### src/common/pmtc_cfg.svh
// How it works
// - timer register low 24 bits give the live count; bits 31:24 reserved, read zero.
// - counter steps on a 3.579545 MHz tick, the 14.31818 MHz reference divided by four.
// - counter clears under reset, then counts while the system stays in S0.
// - bit 22 falling from one to zero sets the overflow flag.
// - overflow flag plus its enable raises the system-control interrupt.
// - throttle-active flag reads one while stop-clock throttling is in effect.
// - force-throttle bit starts thermal throttling, like a held thermal alarm; clear ends it.
// - bits 7:5 select the thermal throttle duty cycle.
// - stop-clock asserted for the selected share of each 1024-clock period.
// - throttling happens only in C0, never in C2.
// - thermal throttling has no enable; an alarm always throttles in C0.
// - duty field accepts only its first write after reset.
// - control register resets to zero; timer low bits reset to zero.
// - software throttle enable in C0 throttles at the selected duty cycle.
`ifndef PMTC_CFG_SVH
`define PMTC_CFG_SVH
`define PMTC_TMR_OFS 8'h08
`define PMTC_CNT_OFS 8'h10
`define PMTC_CNT_RST 32'h00000000
`define PMTC_TMR_MSB 23
`define PMTC_OVF_BIT 22
`define PMTC_STS_BIT 17
`define PMTC_FORCE_BIT 8
`define PMTC_DTY_LSB 5
`define PMTC_DTY_MSB 7
`define PMTC_SWEN_BIT 4
`define PMTC_REF_DIV 2'h3
`define PMTC_PERIOD_BITS 10
`define PMTC_DUTY_STEP 11'h080
`define PMTC_PERIOD_CNT 11'h400
`define PMTC_HALF_CNT 10'h200
`endif

### src/common/pmtc_pkg.sv
package pmtc_pkg;
  typedef struct packed {
    logic       rd;
    logic       wr;
    logic [7:0] addr;
    logic [31:0] wdata;
  } pmtc_req_t;
  typedef enum logic [1:0] {PMTC_C0, PMTC_C2, PMTC_C3} pmtc_cstate_t;
endpackage

### src/rtl/pmtc_duty_gen.sv
`include "pmtc_cfg.svh"
module pmtc_duty_gen
  import pmtc_pkg::*;
(
  input wire logic clk,
  input wire logic rstn,
  input wire logic run,
  input wire logic [2:0] dutySel,
  output logic stopActive
);
  logic [9:0] phase_ff;
  logic [9:0] highCnt;
  always_comb
  begin
    // code 000 behaves as 50%; others step 12.5% downward from 87.5%
    if (dutySel == 3'h0)
      highCnt = `PMTC_HALF_CNT;
    else
      highCnt = 10'(`PMTC_PERIOD_CNT - 11'(dutySel) * `PMTC_DUTY_STEP);
  end
  always_ff @(posedge clk or negedge rstn)
  begin
    if (!rstn)
      phase_ff <= 10'h000;
    else if (!run)
      phase_ff <= 10'h000;
    else
      phase_ff <= phase_ff + 10'h001;
  end
  assign stopActive = run && (phase_ff < highCnt);
endmodule

### src/rtl/pm_timer_throttle.sv
`include "pmtc_cfg.svh"
module pm_timer_throttle
  import pmtc_pkg::*;
(
  input wire logic clk,
  input wire logic rstn,
  input wire logic refClk,
  input wire logic inS0,
  input wire pmtc_cstate_t cState,
  input wire logic thermalAlarm_n,
  input wire pmtc_req_t req,
  output logic [31:0] rdata,
  output logic sciIrq,
  output logic timerOverflowFlag,
  output logic stopClock_n
);
  logic [2:0] refSync_ff;
  logic [1:0] refDiv_ff;
  logic tick;
  logic [23:0] count_ff;
  logic ovfFlag_ff;
  logic ovfEn_ff;
  logic force_ff;
  logic swEn_ff;
  logic [2:0] duty_ff;
  logic dutyLocked_ff;
  logic [31:0] rdata_ff;
  logic throttleRun;
  logic stopActive;
  logic wrCnt;
  logic wrTmr;
  logic ovfFall;

  // two-stage sync, then edge detect on the second and third stages
  always_ff @(posedge clk or negedge rstn)
  begin
    if (!rstn)
      refSync_ff <= 3'h0;
    else
      refSync_ff <= {refSync_ff[1:0], refClk};
  end

  always_ff @(posedge clk or negedge rstn)
  begin
    if (!rstn)
      refDiv_ff <= 2'h0;
    else if (refSync_ff[1] && !refSync_ff[2])
      refDiv_ff <= refDiv_ff + 2'h1;
  end
  // 25 MHz clock samples a 14.3 MHz reference only approximately; real silicon needs a faster clock
  assign tick = refSync_ff[1] && !refSync_ff[2] && (refDiv_ff == `PMTC_REF_DIV);

  always_ff @(posedge clk or negedge rstn)
  begin
    if (!rstn)
      count_ff <= 24'h000000;
    else if (tick && inS0)
      count_ff <= count_ff + 24'h000001;
  end

  assign ovfFall = tick && inS0 && count_ff[`PMTC_OVF_BIT] &&
                   (count_ff[`PMTC_OVF_BIT-1:0] == 22'h3fffff);

  assign wrCnt = req.wr && (req.addr == `PMTC_CNT_OFS);
  assign wrTmr = req.wr && (req.addr == `PMTC_TMR_OFS);

  // overflow flag is write-one-to-clear at the timer offset; bit 0 enables the interrupt
  always_ff @(posedge clk or negedge rstn)
  begin
    if (!rstn)
      ovfFlag_ff <= 1'b0;
    else if (ovfFall)
      ovfFlag_ff <= 1'b1;
    else if (wrTmr && req.wdata[`PMTC_OVF_BIT])
      ovfFlag_ff <= 1'b0;
  end

  always_ff @(posedge clk or negedge rstn)
  begin
    if (!rstn)
      ovfEn_ff <= 1'b0;
    else if (wrTmr)
      ovfEn_ff <= req.wdata[0];
  end

  assign sciIrq = ovfFlag_ff && ovfEn_ff;
  assign timerOverflowFlag = ovfFlag_ff;

  always_ff @(posedge clk or negedge rstn)
  begin
    if (!rstn)
    begin
      force_ff <= 1'b0;
      swEn_ff <= 1'b0;
    end
    else if (wrCnt)
    begin
      force_ff <= req.wdata[`PMTC_FORCE_BIT];
      swEn_ff <= req.wdata[`PMTC_SWEN_BIT];
    end
  end

  always_ff @(posedge clk or negedge rstn)
  begin
    if (!rstn)
    begin
      duty_ff <= 3'h0;
      dutyLocked_ff <= 1'b0;
    end
    else if (wrCnt && !dutyLocked_ff)
    begin
      duty_ff <= req.wdata[`PMTC_DTY_MSB:`PMTC_DTY_LSB];
      dutyLocked_ff <= 1'b1;
    end
  end

  // thermal path has no enable: alarm or force always throttles in C0
  assign throttleRun = (cState == PMTC_C0) &&
                       (!thermalAlarm_n || force_ff || swEn_ff);

  pmtc_duty_gen u_duty (
    .clk(clk),
    .rstn(rstn),
    .run(throttleRun),
    .dutySel(duty_ff),
    .stopActive(stopActive)
  );

  assign stopClock_n = !stopActive;

  always_ff @(posedge clk or negedge rstn)
  begin
    if (!rstn)
      rdata_ff <= 32'h00000000;
    else if (req.rd)
    begin
      unique case (req.addr)
        `PMTC_TMR_OFS: rdata_ff <= {8'h00, count_ff};
        `PMTC_CNT_OFS: rdata_ff <= {14'h0000, throttleRun, 8'h00, force_ff,
                                    duty_ff, swEn_ff, 4'h0};
        default: rdata_ff <= 32'h00000000;
      endcase
    end
  end
  assign rdata = rdata_ff;
endmodule

### config.mk
export PLATFORM = sky130hd
export DESIGN_NAME = pm_timer_throttle
export DESIGN_NICKNAME = d
export VERILOG_FILES = /design/src/common/pmtc_pkg.sv /design/src/rtl/pmtc_duty_gen.sv /design/src/rtl/pm_timer_throttle.sv
export VERILOG_INCLUDE_DIRS = /design/src /design/src/common
export SDC_FILE = /design/constraint.sdc
export NUM_CORES = 1
export LEC_CHECK = 0
export ABC_AREA = 1
export BUFFER_PORTS_ARGS = -buffer_cell sky130_fd_sc_hd__buf_2
export CAP_MARGIN = 25
export CELL_PAD_IN_SITES_DETAIL_PLACEMENT = 0
export CELL_PAD_IN_SITES_GLOBAL_PLACEMENT = 1
export CORE_MARGIN = 1.5
export CORE_UTILIZATION = 43
export CTS_CLUSTER_SIZE = 20
export DETAILED_ROUTE_END_ITERATION = 7
export PLACE_DENSITY = 0.92
export SETUP_SLACK_MARGIN = 0.5
export SKIP_LAST_GASP = 1
export SYNTH_ARGS = -nofsm -noshare
export SYNTH_HDL_FRONTEND = slang
export SYNTH_SLANG_ARGS = --single-unit
### constraint.sdc
create_clock -name clk -period 2.6 [get_ports clk]
set_input_delay 0.65 -clock clk [delete_from_list [all_inputs] [get_ports clk]]
set_output_delay 0.65 -clock clk [all_outputs]
set_load 0.01 [all_outputs]
Word-level counts from Yosys, hierarchy flattened
Index checks and enable logic that the tools add are counted.
Widths: inputs -> output; s select.

cells by class
  add/sub/neg operators = 4
  order comparisons = 1
  equality and inequality tests = 4
  mux-type cells = 5
  reduce and logical (&&, ||, !) cells = 21

operators with widths
  kind                   number
  $pmux 24 s2            1
  $add 24x1->24 const B  1
  $eq 22x22->1 const B   1
  $mux 10                2
  $logic_and 1x1->1      12
  $add 10x1->10 const B  1
  $lt 10x10->1           1
  $sub 1x10->10 const A  1
  $eq 8x4->1 const B     1
  $eq 8x5->1 const B     1
  $logic_not 1->1        4
  $logic_not 3->1        1
  $add 2x1->2 const B    1
  $eq 2x2->1 const B     1
  $logic_not 2->1        1
  $logic_or 1x1->1       2
  $mux 1                 2
  $reduce_bool 2->1      1

storage, ports and cells
  register bits = 79
  logic and storage cells = 46

Logic depth before layout (Yosys ltp)
  word-level depth = 7
  mapped depth = 9
  depth with buffers taken out = 9

By module
From an unflattened synthesis, not the netlist that was laid out.

second synthesis, totals
  cell total of the unflattened synthesis = 448
  area total of the unflattened synthesis = 3624.7 µm²

modules (own cells, without submodules)
  module             instances  cells an instance  area each (µm²)
  pm_timer_throttle  1          370                3045.4
  pmtc_duty_gen      1          78                 579.3

Least setup slack after synthesis
OpenSTA, ideal clock, no wires.

  path kind = input to output
  from = in cState[0]
  to = out stopClock_n
  data arrival time = 1.304 ns
  path slack = 0.646 ns
  stages = 6
  buffers on the path = 0
  cell sequence = inv_1 > nand2_1 > a31oi_2 > inv_1 > nor2_1 > nand2_1

on the way
  cells in the longest elaborated chain, start to end = 4

RTL lines
  element            RTL line                  source
  start, declared    pm_timer_throttle.sv:9    input wire pmtc_cstate_t cState,
  $logic_not 2->1    pm_timer_throttle.sv:118  assign throttleRun = (cState == PMTC_C0) &&
  $logic_and 1x1->1  pm_timer_throttle.sv:118
  $logic_and 1x1->1  pmtc_duty_gen.sv:30       assign stopActive = run && (phase_ff < highCnt);
  $logic_not 1->1    pm_timer_throttle.sv:129  assign stopClock_n = !stopActive;
  end, declared      pm_timer_throttle.sv:15   output logic stopClock_n

Every way passes these cells.

Worst setup path in the final report
  from = reg duty_ff[0]
  to = out stopClock_n

on the way
  cells in the longest elaborated chain, start to end = 5
  elaborated cells on any way between the ends = 6
  those cells by class = add/sub (1); order compare (1); mux (1); reduce/logical (3)

RTL lines
  element                                                                   RTL line                  source
  start, declared                                                           pm_timer_throttle.sv:25   logic [2:0] duty_ff;
  start signal, assigned                                                    pm_timer_throttle.sv:112  duty_ff <= req.wdata[`PMTC_DTY_MSB:`PMTC_DTY_LSB];
  $sub 1x10->10 (no source line) / $logic_not 3->1 (equally long branches)  n/a
  $mux 10 (*)                                                               pmtc_duty_gen.sv:16       if (dutySel == 3'h0)
  $lt 10x10->1 (*)                                                          pmtc_duty_gen.sv:30
  $logic_and 1x1->1 (*)                                                     pmtc_duty_gen.sv:30
  $logic_not 1->1 (*)                                                       pm_timer_throttle.sv:129

Every way passes the cells marked *; elsewhere a longest branch is shown, timed or not.

==> impl_metrics.prom <==
# TYPE chip_impl_metric gauge
chip_impl_metric{name="fraction_of_post_synthesis_cell_area_in_the_top_cell_type_by_area",unit="%"} 49.8
chip_impl_metric{name="synthesized_area",unit="um^2"} 3570
chip_impl_info{name="ys_top_cells_by_area",value="sky130_fd_sc_hd__dfrtp_1 (50%), sky130_fd_sc_hd__nand2_1 (13%), sky130_fd_sc_hd__inv_1 (4.7%)"} 1
chip_impl_metric{name="final-hold-violation-count",unit=""} 0
chip_impl_metric{name="vias",unit=""} 2841
chip_impl_metric{name="worstMarginPinSlew",unit="ps"} 635
chip_impl_metric{name="dieHeight",unit="um"} 94.1
chip_impl_metric{name="fp.dieW",unit="um"} 94.1
chip_impl_metric{name="finalCriticalPeriod",unit="ps"} 2300
chip_impl_metric{name="synth_cell_type_count",unit=""} 35
chip_impl_metric{name="synth_seq_cells",unit=""} 71
chip_impl_info{name="status",value="complete, no violations"} 1
chip_impl_metric{name="cellLeakagePower",unit="nW"} 2.18
chip_impl_metric{name="grt_start_max_net_pins",unit=""} 72
chip_impl_info{name="yosys.cell_count.top_type",value="sky130_fd_sc_hd__nand2_1"} 1
chip_impl_metric{name="place_congestion",unit=""} 0.859
chip_impl_metric{name="core_area",unit="um^2"} 8130
chip_impl_info{name="reg2reg_from",value="refDiv_ff[0]"} 1
chip_impl_metric{name="max-clock-path-buffers",unit=""} 2
chip_impl_metric{name="cts_hold_buf",unit=""} 0
chip_impl_info{name="end_kind",value="output port"} 1
chip_impl_metric{name="number_of_global_route_vias_before_repair",unit=""} 2728
chip_impl_metric{name="io_pins",unit=""} 84
chip_impl_metric{name="tritoncts.num_buffers",unit=""} 9
chip_impl_metric{name="port-buffer-count",unit=""} 50
chip_impl_info{name="criticalPathCategory",value="reg2out"} 1
chip_impl_info{name="min_path_type",value="in2async"} 1
chip_impl_metric{name="layout-drive-gt1-share",unit="%"} 23.4
chip_impl_metric{name="postLayoutSetupSlackWorst",unit="ps"} 297
chip_impl_metric{name="yosysSeqAreaShare",unit="%"} 49.8
chip_impl_metric{name="maxCapViolCount",unit=""} 0
chip_impl_metric{name="mapped_avg_cell_area",unit="um^2"} 8.71
chip_impl_info{name="cts_root_buffer",value="sky130_fd_sc_hd__clkbuf_8"} 1
chip_impl_metric{name="fp.dieArea",unit="um^2"} 8860
chip_impl_metric{name="p_r_area_growth_vs_syn",unit="%"} 18.1
chip_impl_info{name="ys.flop_type",value="sky130_fd_sc_hd__dfrtp_1"} 1
chip_impl_metric{name="floorplan.rows",unit=""} 33
chip_impl_metric{name="post-route-period-util",unit="%"} 88.6
chip_impl_metric{name="drtAntennaViolNets",unit=""} 0
chip_impl_metric{name="globalRoute.totalOverflow",unit=""} 0
chip_impl_metric{name="ff2ff_setup_slack",unit="ps"} 1020
chip_impl_metric{name="clk_transition_reported_paths",unit="ps"} 80
chip_impl_metric{name="pwr_dens",unit="nW/um^2"} 579
chip_impl_metric{name="met2RoutedLength",unit="um"} 3660
chip_impl_metric{name="route.layer.met1.wl",unit="um"} 3230
chip_impl_metric{name="cp_max_fo",unit=""} 2
chip_impl_metric{name="power.ir.vdd_worst",unit="mV"} 0.379
chip_impl_metric{name="grt_usage",unit="%"} 18.0
chip_impl_metric{name="clk_sinks",unit=""} 71
chip_impl_metric{name="drc",unit=""} 0
chip_impl_metric{name="numPlacedInstances",unit=""} 559
chip_impl_metric{name="wire_length_of_the_first_global_routing_pass",unit="um"} 12300
chip_impl_info{name="highest_signal_layer_in_the_routed_design",value="met4"} 1
chip_impl_info{name="cts_tree",value="done"} 1
chip_impl_metric{name="power_switching",unit="mW"} 0.566
chip_impl_info{name="synthTopCellsByCount",value="sky130_fd_sc_hd__nand2_1 (128), sky130_fd_sc_hd__dfrtp_1 (71), sky130_fd_sc_hd__inv_1 (45)"} 1
chip_impl_metric{name="synth-edff-count",unit=""} 0
chip_impl_metric{name="fin_nets",unit=""} 525
chip_impl_metric{name="hpwlAfterDp",unit="um"} 5220
chip_impl_metric{name="routed_via_density",unit=""} 4.91
chip_impl_info{name="crit_path_start_kind",value="register"} 1
chip_impl_metric{name="clock_latency",unit="ps"} 350
chip_impl_metric{name="fin_cells",unit=""} 579
chip_impl_metric{name="detail_route.wl_per_cell",unit="um"} 12.5
chip_impl_metric{name="max-slew-margin-rel",unit="%"} 57.6
chip_impl_metric{name="drt_pre_antenna_iters",unit=""} 4
chip_impl_metric{name="initialDrtViolationCount",unit=""} 133
chip_impl_metric{name="htree_num_levels",unit=""} 3
chip_impl_metric{name="max_freq",unit="MHz"} 434
chip_impl_info{name="crit-reg2reg-capture",value="count_ff[17]"} 1
chip_impl_metric{name="clkPwrFrac",unit="%"} 44.0
chip_impl_metric{name="worst_case_setup_slack_after_placement",unit="ps"} 515
chip_impl_metric{name="final_max_slew_viol_count",unit=""} 0
chip_impl_metric{name="whs",unit="ps"} 291
chip_impl_metric{name="internal-power",unit="mW"} 1.87
chip_impl_metric{name="final.setup_skew",unit="ps"} 8.70
chip_impl_metric{name="antenna_found_initial",unit=""} 0
chip_impl_metric{name="final_setup_violations",unit=""} 0
chip_impl_metric{name="swShare",unit="%"} 23.2
chip_impl_info{name="synthDominantAreaCellType",value="sky130_fd_sc_hd__dfrtp_1"} 1
chip_impl_metric{name="fillCellCount",unit=""} 753
chip_impl_metric{name="synth.yosys.warnings",unit=""} 0
chip_impl_metric{name="finalCoreUtilization",unit="%"} 51.8
chip_impl_metric{name="reg2regPathDepth",unit=""} 8
chip_impl_metric{name="setup_tns_final",unit="ps"} 0
chip_impl_info{name="rsz0062_at_grt",value="true"} 1
chip_impl_metric{name="worst_ep_arrival_time",unit="ps"} 1650
chip_impl_metric{name="detailed_routed_wire_length_on_met3",unit="um"} 298
chip_impl_metric{name="postSynthCellCount",unit=""} 410
chip_impl_metric{name="start_util",unit="%"} 43.9
chip_impl_metric{name="n_antenna_cell",unit=""} 0
chip_impl_metric{name="totalWireLength",unit="um"} 7260
chip_impl_metric{name="comb_power_share",unit="%"} 7.5
chip_impl_metric{name="power.sequential.fraction",unit="%"} 48.5
chip_impl_metric{name="required",unit="ps"} 1950
chip_impl_metric{name="postSynth.asyncResetShare",unit="%"} 100
[routing by layer]
| metal | GRT usage [%] | vias up |
|---|---|---|
| met5 | 0 | - |
| met4 | 5.60 | 0 |
| met3 | 6.23 | 6 |
| met2 | 30.4 | 50 |
| met1 | 21.4 | 1381 |
| li1 | - | 1404 |
[flip-flops by register name, summed over array words and instances, names as in the netlist]
register,cells
u_duty.phase_ff,10
timerOverflowFlag,1
swEn_ff,1
ovfEn_ff,1
refDiv_ff,2
count_ff,24
rdata,24
duty_ff,3
force_ff,1
dutyLocked_ff,1
refSync_ff,3
[cell type report]
class / count / area, um^2 / area share (%)
multi-input combinational: 283 / 1570 / 37.3
inverter: 48 / 183 / 4.33
clock inverter: 6 / 108 / 2.55
timing repair buffer: 56 / 308 / 7.30
sequential: 71 / 1780 / 42.2
tap: 105 / 131 / 3.12
clock buffer: 10 / 138 / 3.27
[placed cells by master, fill, tap and decap left out, types with 2 or more instances in the layout]
master / Yosys / final
sky130_fd_sc_hd__a21oi_1: 5 / 5
sky130_fd_sc_hd__and3_1: 2 / 2
sky130_fd_sc_hd__buf_2: 0 / 50
sky130_fd_sc_hd__buf_4: 8 / 5
sky130_fd_sc_hd__bufinv_16: 0 / 3
sky130_fd_sc_hd__clkbuf_8: 0 / 10
sky130_fd_sc_hd__clkinv_2: 0 / 2
sky130_fd_sc_hd__conb_1: 1 / 8
sky130_fd_sc_hd__dfrtp_1: 71 / 71
sky130_fd_sc_hd__ha_1: 7 / 5
sky130_fd_sc_hd__ha_4: 0 / 2
sky130_fd_sc_hd__inv_1: 45 / 42
sky130_fd_sc_hd__inv_2: 3 / 5
sky130_fd_sc_hd__nand2_1: 128 / 128
sky130_fd_sc_hd__nand2_2: 4 / 4
sky130_fd_sc_hd__nand2_4: 3 / 3
sky130_fd_sc_hd__nand3_1: 20 / 20
sky130_fd_sc_hd__nand3_2: 2 / 2
sky130_fd_sc_hd__nand3b_1: 2 / 2
sky130_fd_sc_hd__nand4_1: 11 / 11
sky130_fd_sc_hd__nor2_1: 20 / 20
sky130_fd_sc_hd__nor2_2: 8 / 8
sky130_fd_sc_hd__nor2_4: 7 / 7
sky130_fd_sc_hd__nor2_8: 2 / 2
sky130_fd_sc_hd__nor3_1: 5 / 5
sky130_fd_sc_hd__o21ai_0: 9 / 8
sky130_fd_sc_hd__o21ai_1: 6 / 7
sky130_fd_sc_hd__o31ai_1: 11 / 11
sky130_fd_sc_hd__o31ai_2: 2 / 2
sky130_fd_sc_hd__xnor2_1: 6 / 6
sky130_fd_sc_hd__xor2_1: 9 / 9
[worst max-delay path, stage by stage, from the launching register on]
cell	delay (ps)
sky130_fd_sc_hd__dfrtp_1	360
sky130_fd_sc_hd__inv_2	60
sky130_fd_sc_hd__ha_4	270
sky130_fd_sc_hd__inv_4	30
sky130_fd_sc_hd__ha_4	200
sky130_fd_sc_hd__o21a_1	90
sky130_fd_sc_hd__o21ai_1	110
sky130_fd_sc_hd__nand2_1	60
sky130_fd_sc_hd__buf_2	130
[through the flow]
stage | cell area [um^2] | power (mW)
after detailed placement | 3910 | 1.39
final | 4210 | 2.44
after floorplan | 3600 | 1.32
after CTS | 4200 | 2.47
after global placement | 3910 | 1.38
after global routing | 4210 | 2.54
[power by group through the flow]
stage	Combinational [mW]	Clock (mW)	Sequential, mW
3_3_place_gp	0.177	0	1.20
4_1_cts	0.187	1.10	1.18
2_1_floorplan	0.125	0	1.19
6_report	0.183	1.07	1.18
5_1_grt	0.208	1.15	1.19
3_5_place_dp	0.188	0	1.20
[cell families after synthesis]
| family | synth area share (%) |
|---|---|
| DFF | 49.8 |
| and+or+nand+nor | 29.4 |
| xor gates and xnor gates | 3.68 |
| muxes | 0.315 |
| other | 0.105 |
| adders and majority gates | 2.45 |
| AOI/OAI and AO/OA | 6.59 |
| buffers and inverters | 7.68 |
[worst max-delay path by stage]
stage	start	endpoint	cells past startpoint
global placement	cState[0]	stopClock_n	8
global route	duty_ff[0]	stopClock_n	8
floorplan	cState[0]	stopClock_n	6
finish	duty_ff[0]	stopClock_n	8
detailed placement	duty_ff[0]	stopClock_n	8
CTS	duty_ff[0]	stopClock_n	8
[repair_timing]
item | 4_1_cts | 5_1_grt
endpoints found under the setup margin | 1 | 1
pin swaps | 3 | 4
resized for setup | 6 | 1
hold endpoints to repair | 0 | 0
setup buffers | 3 | 1
No activity file was read; power rests on OpenSTA's default activity.
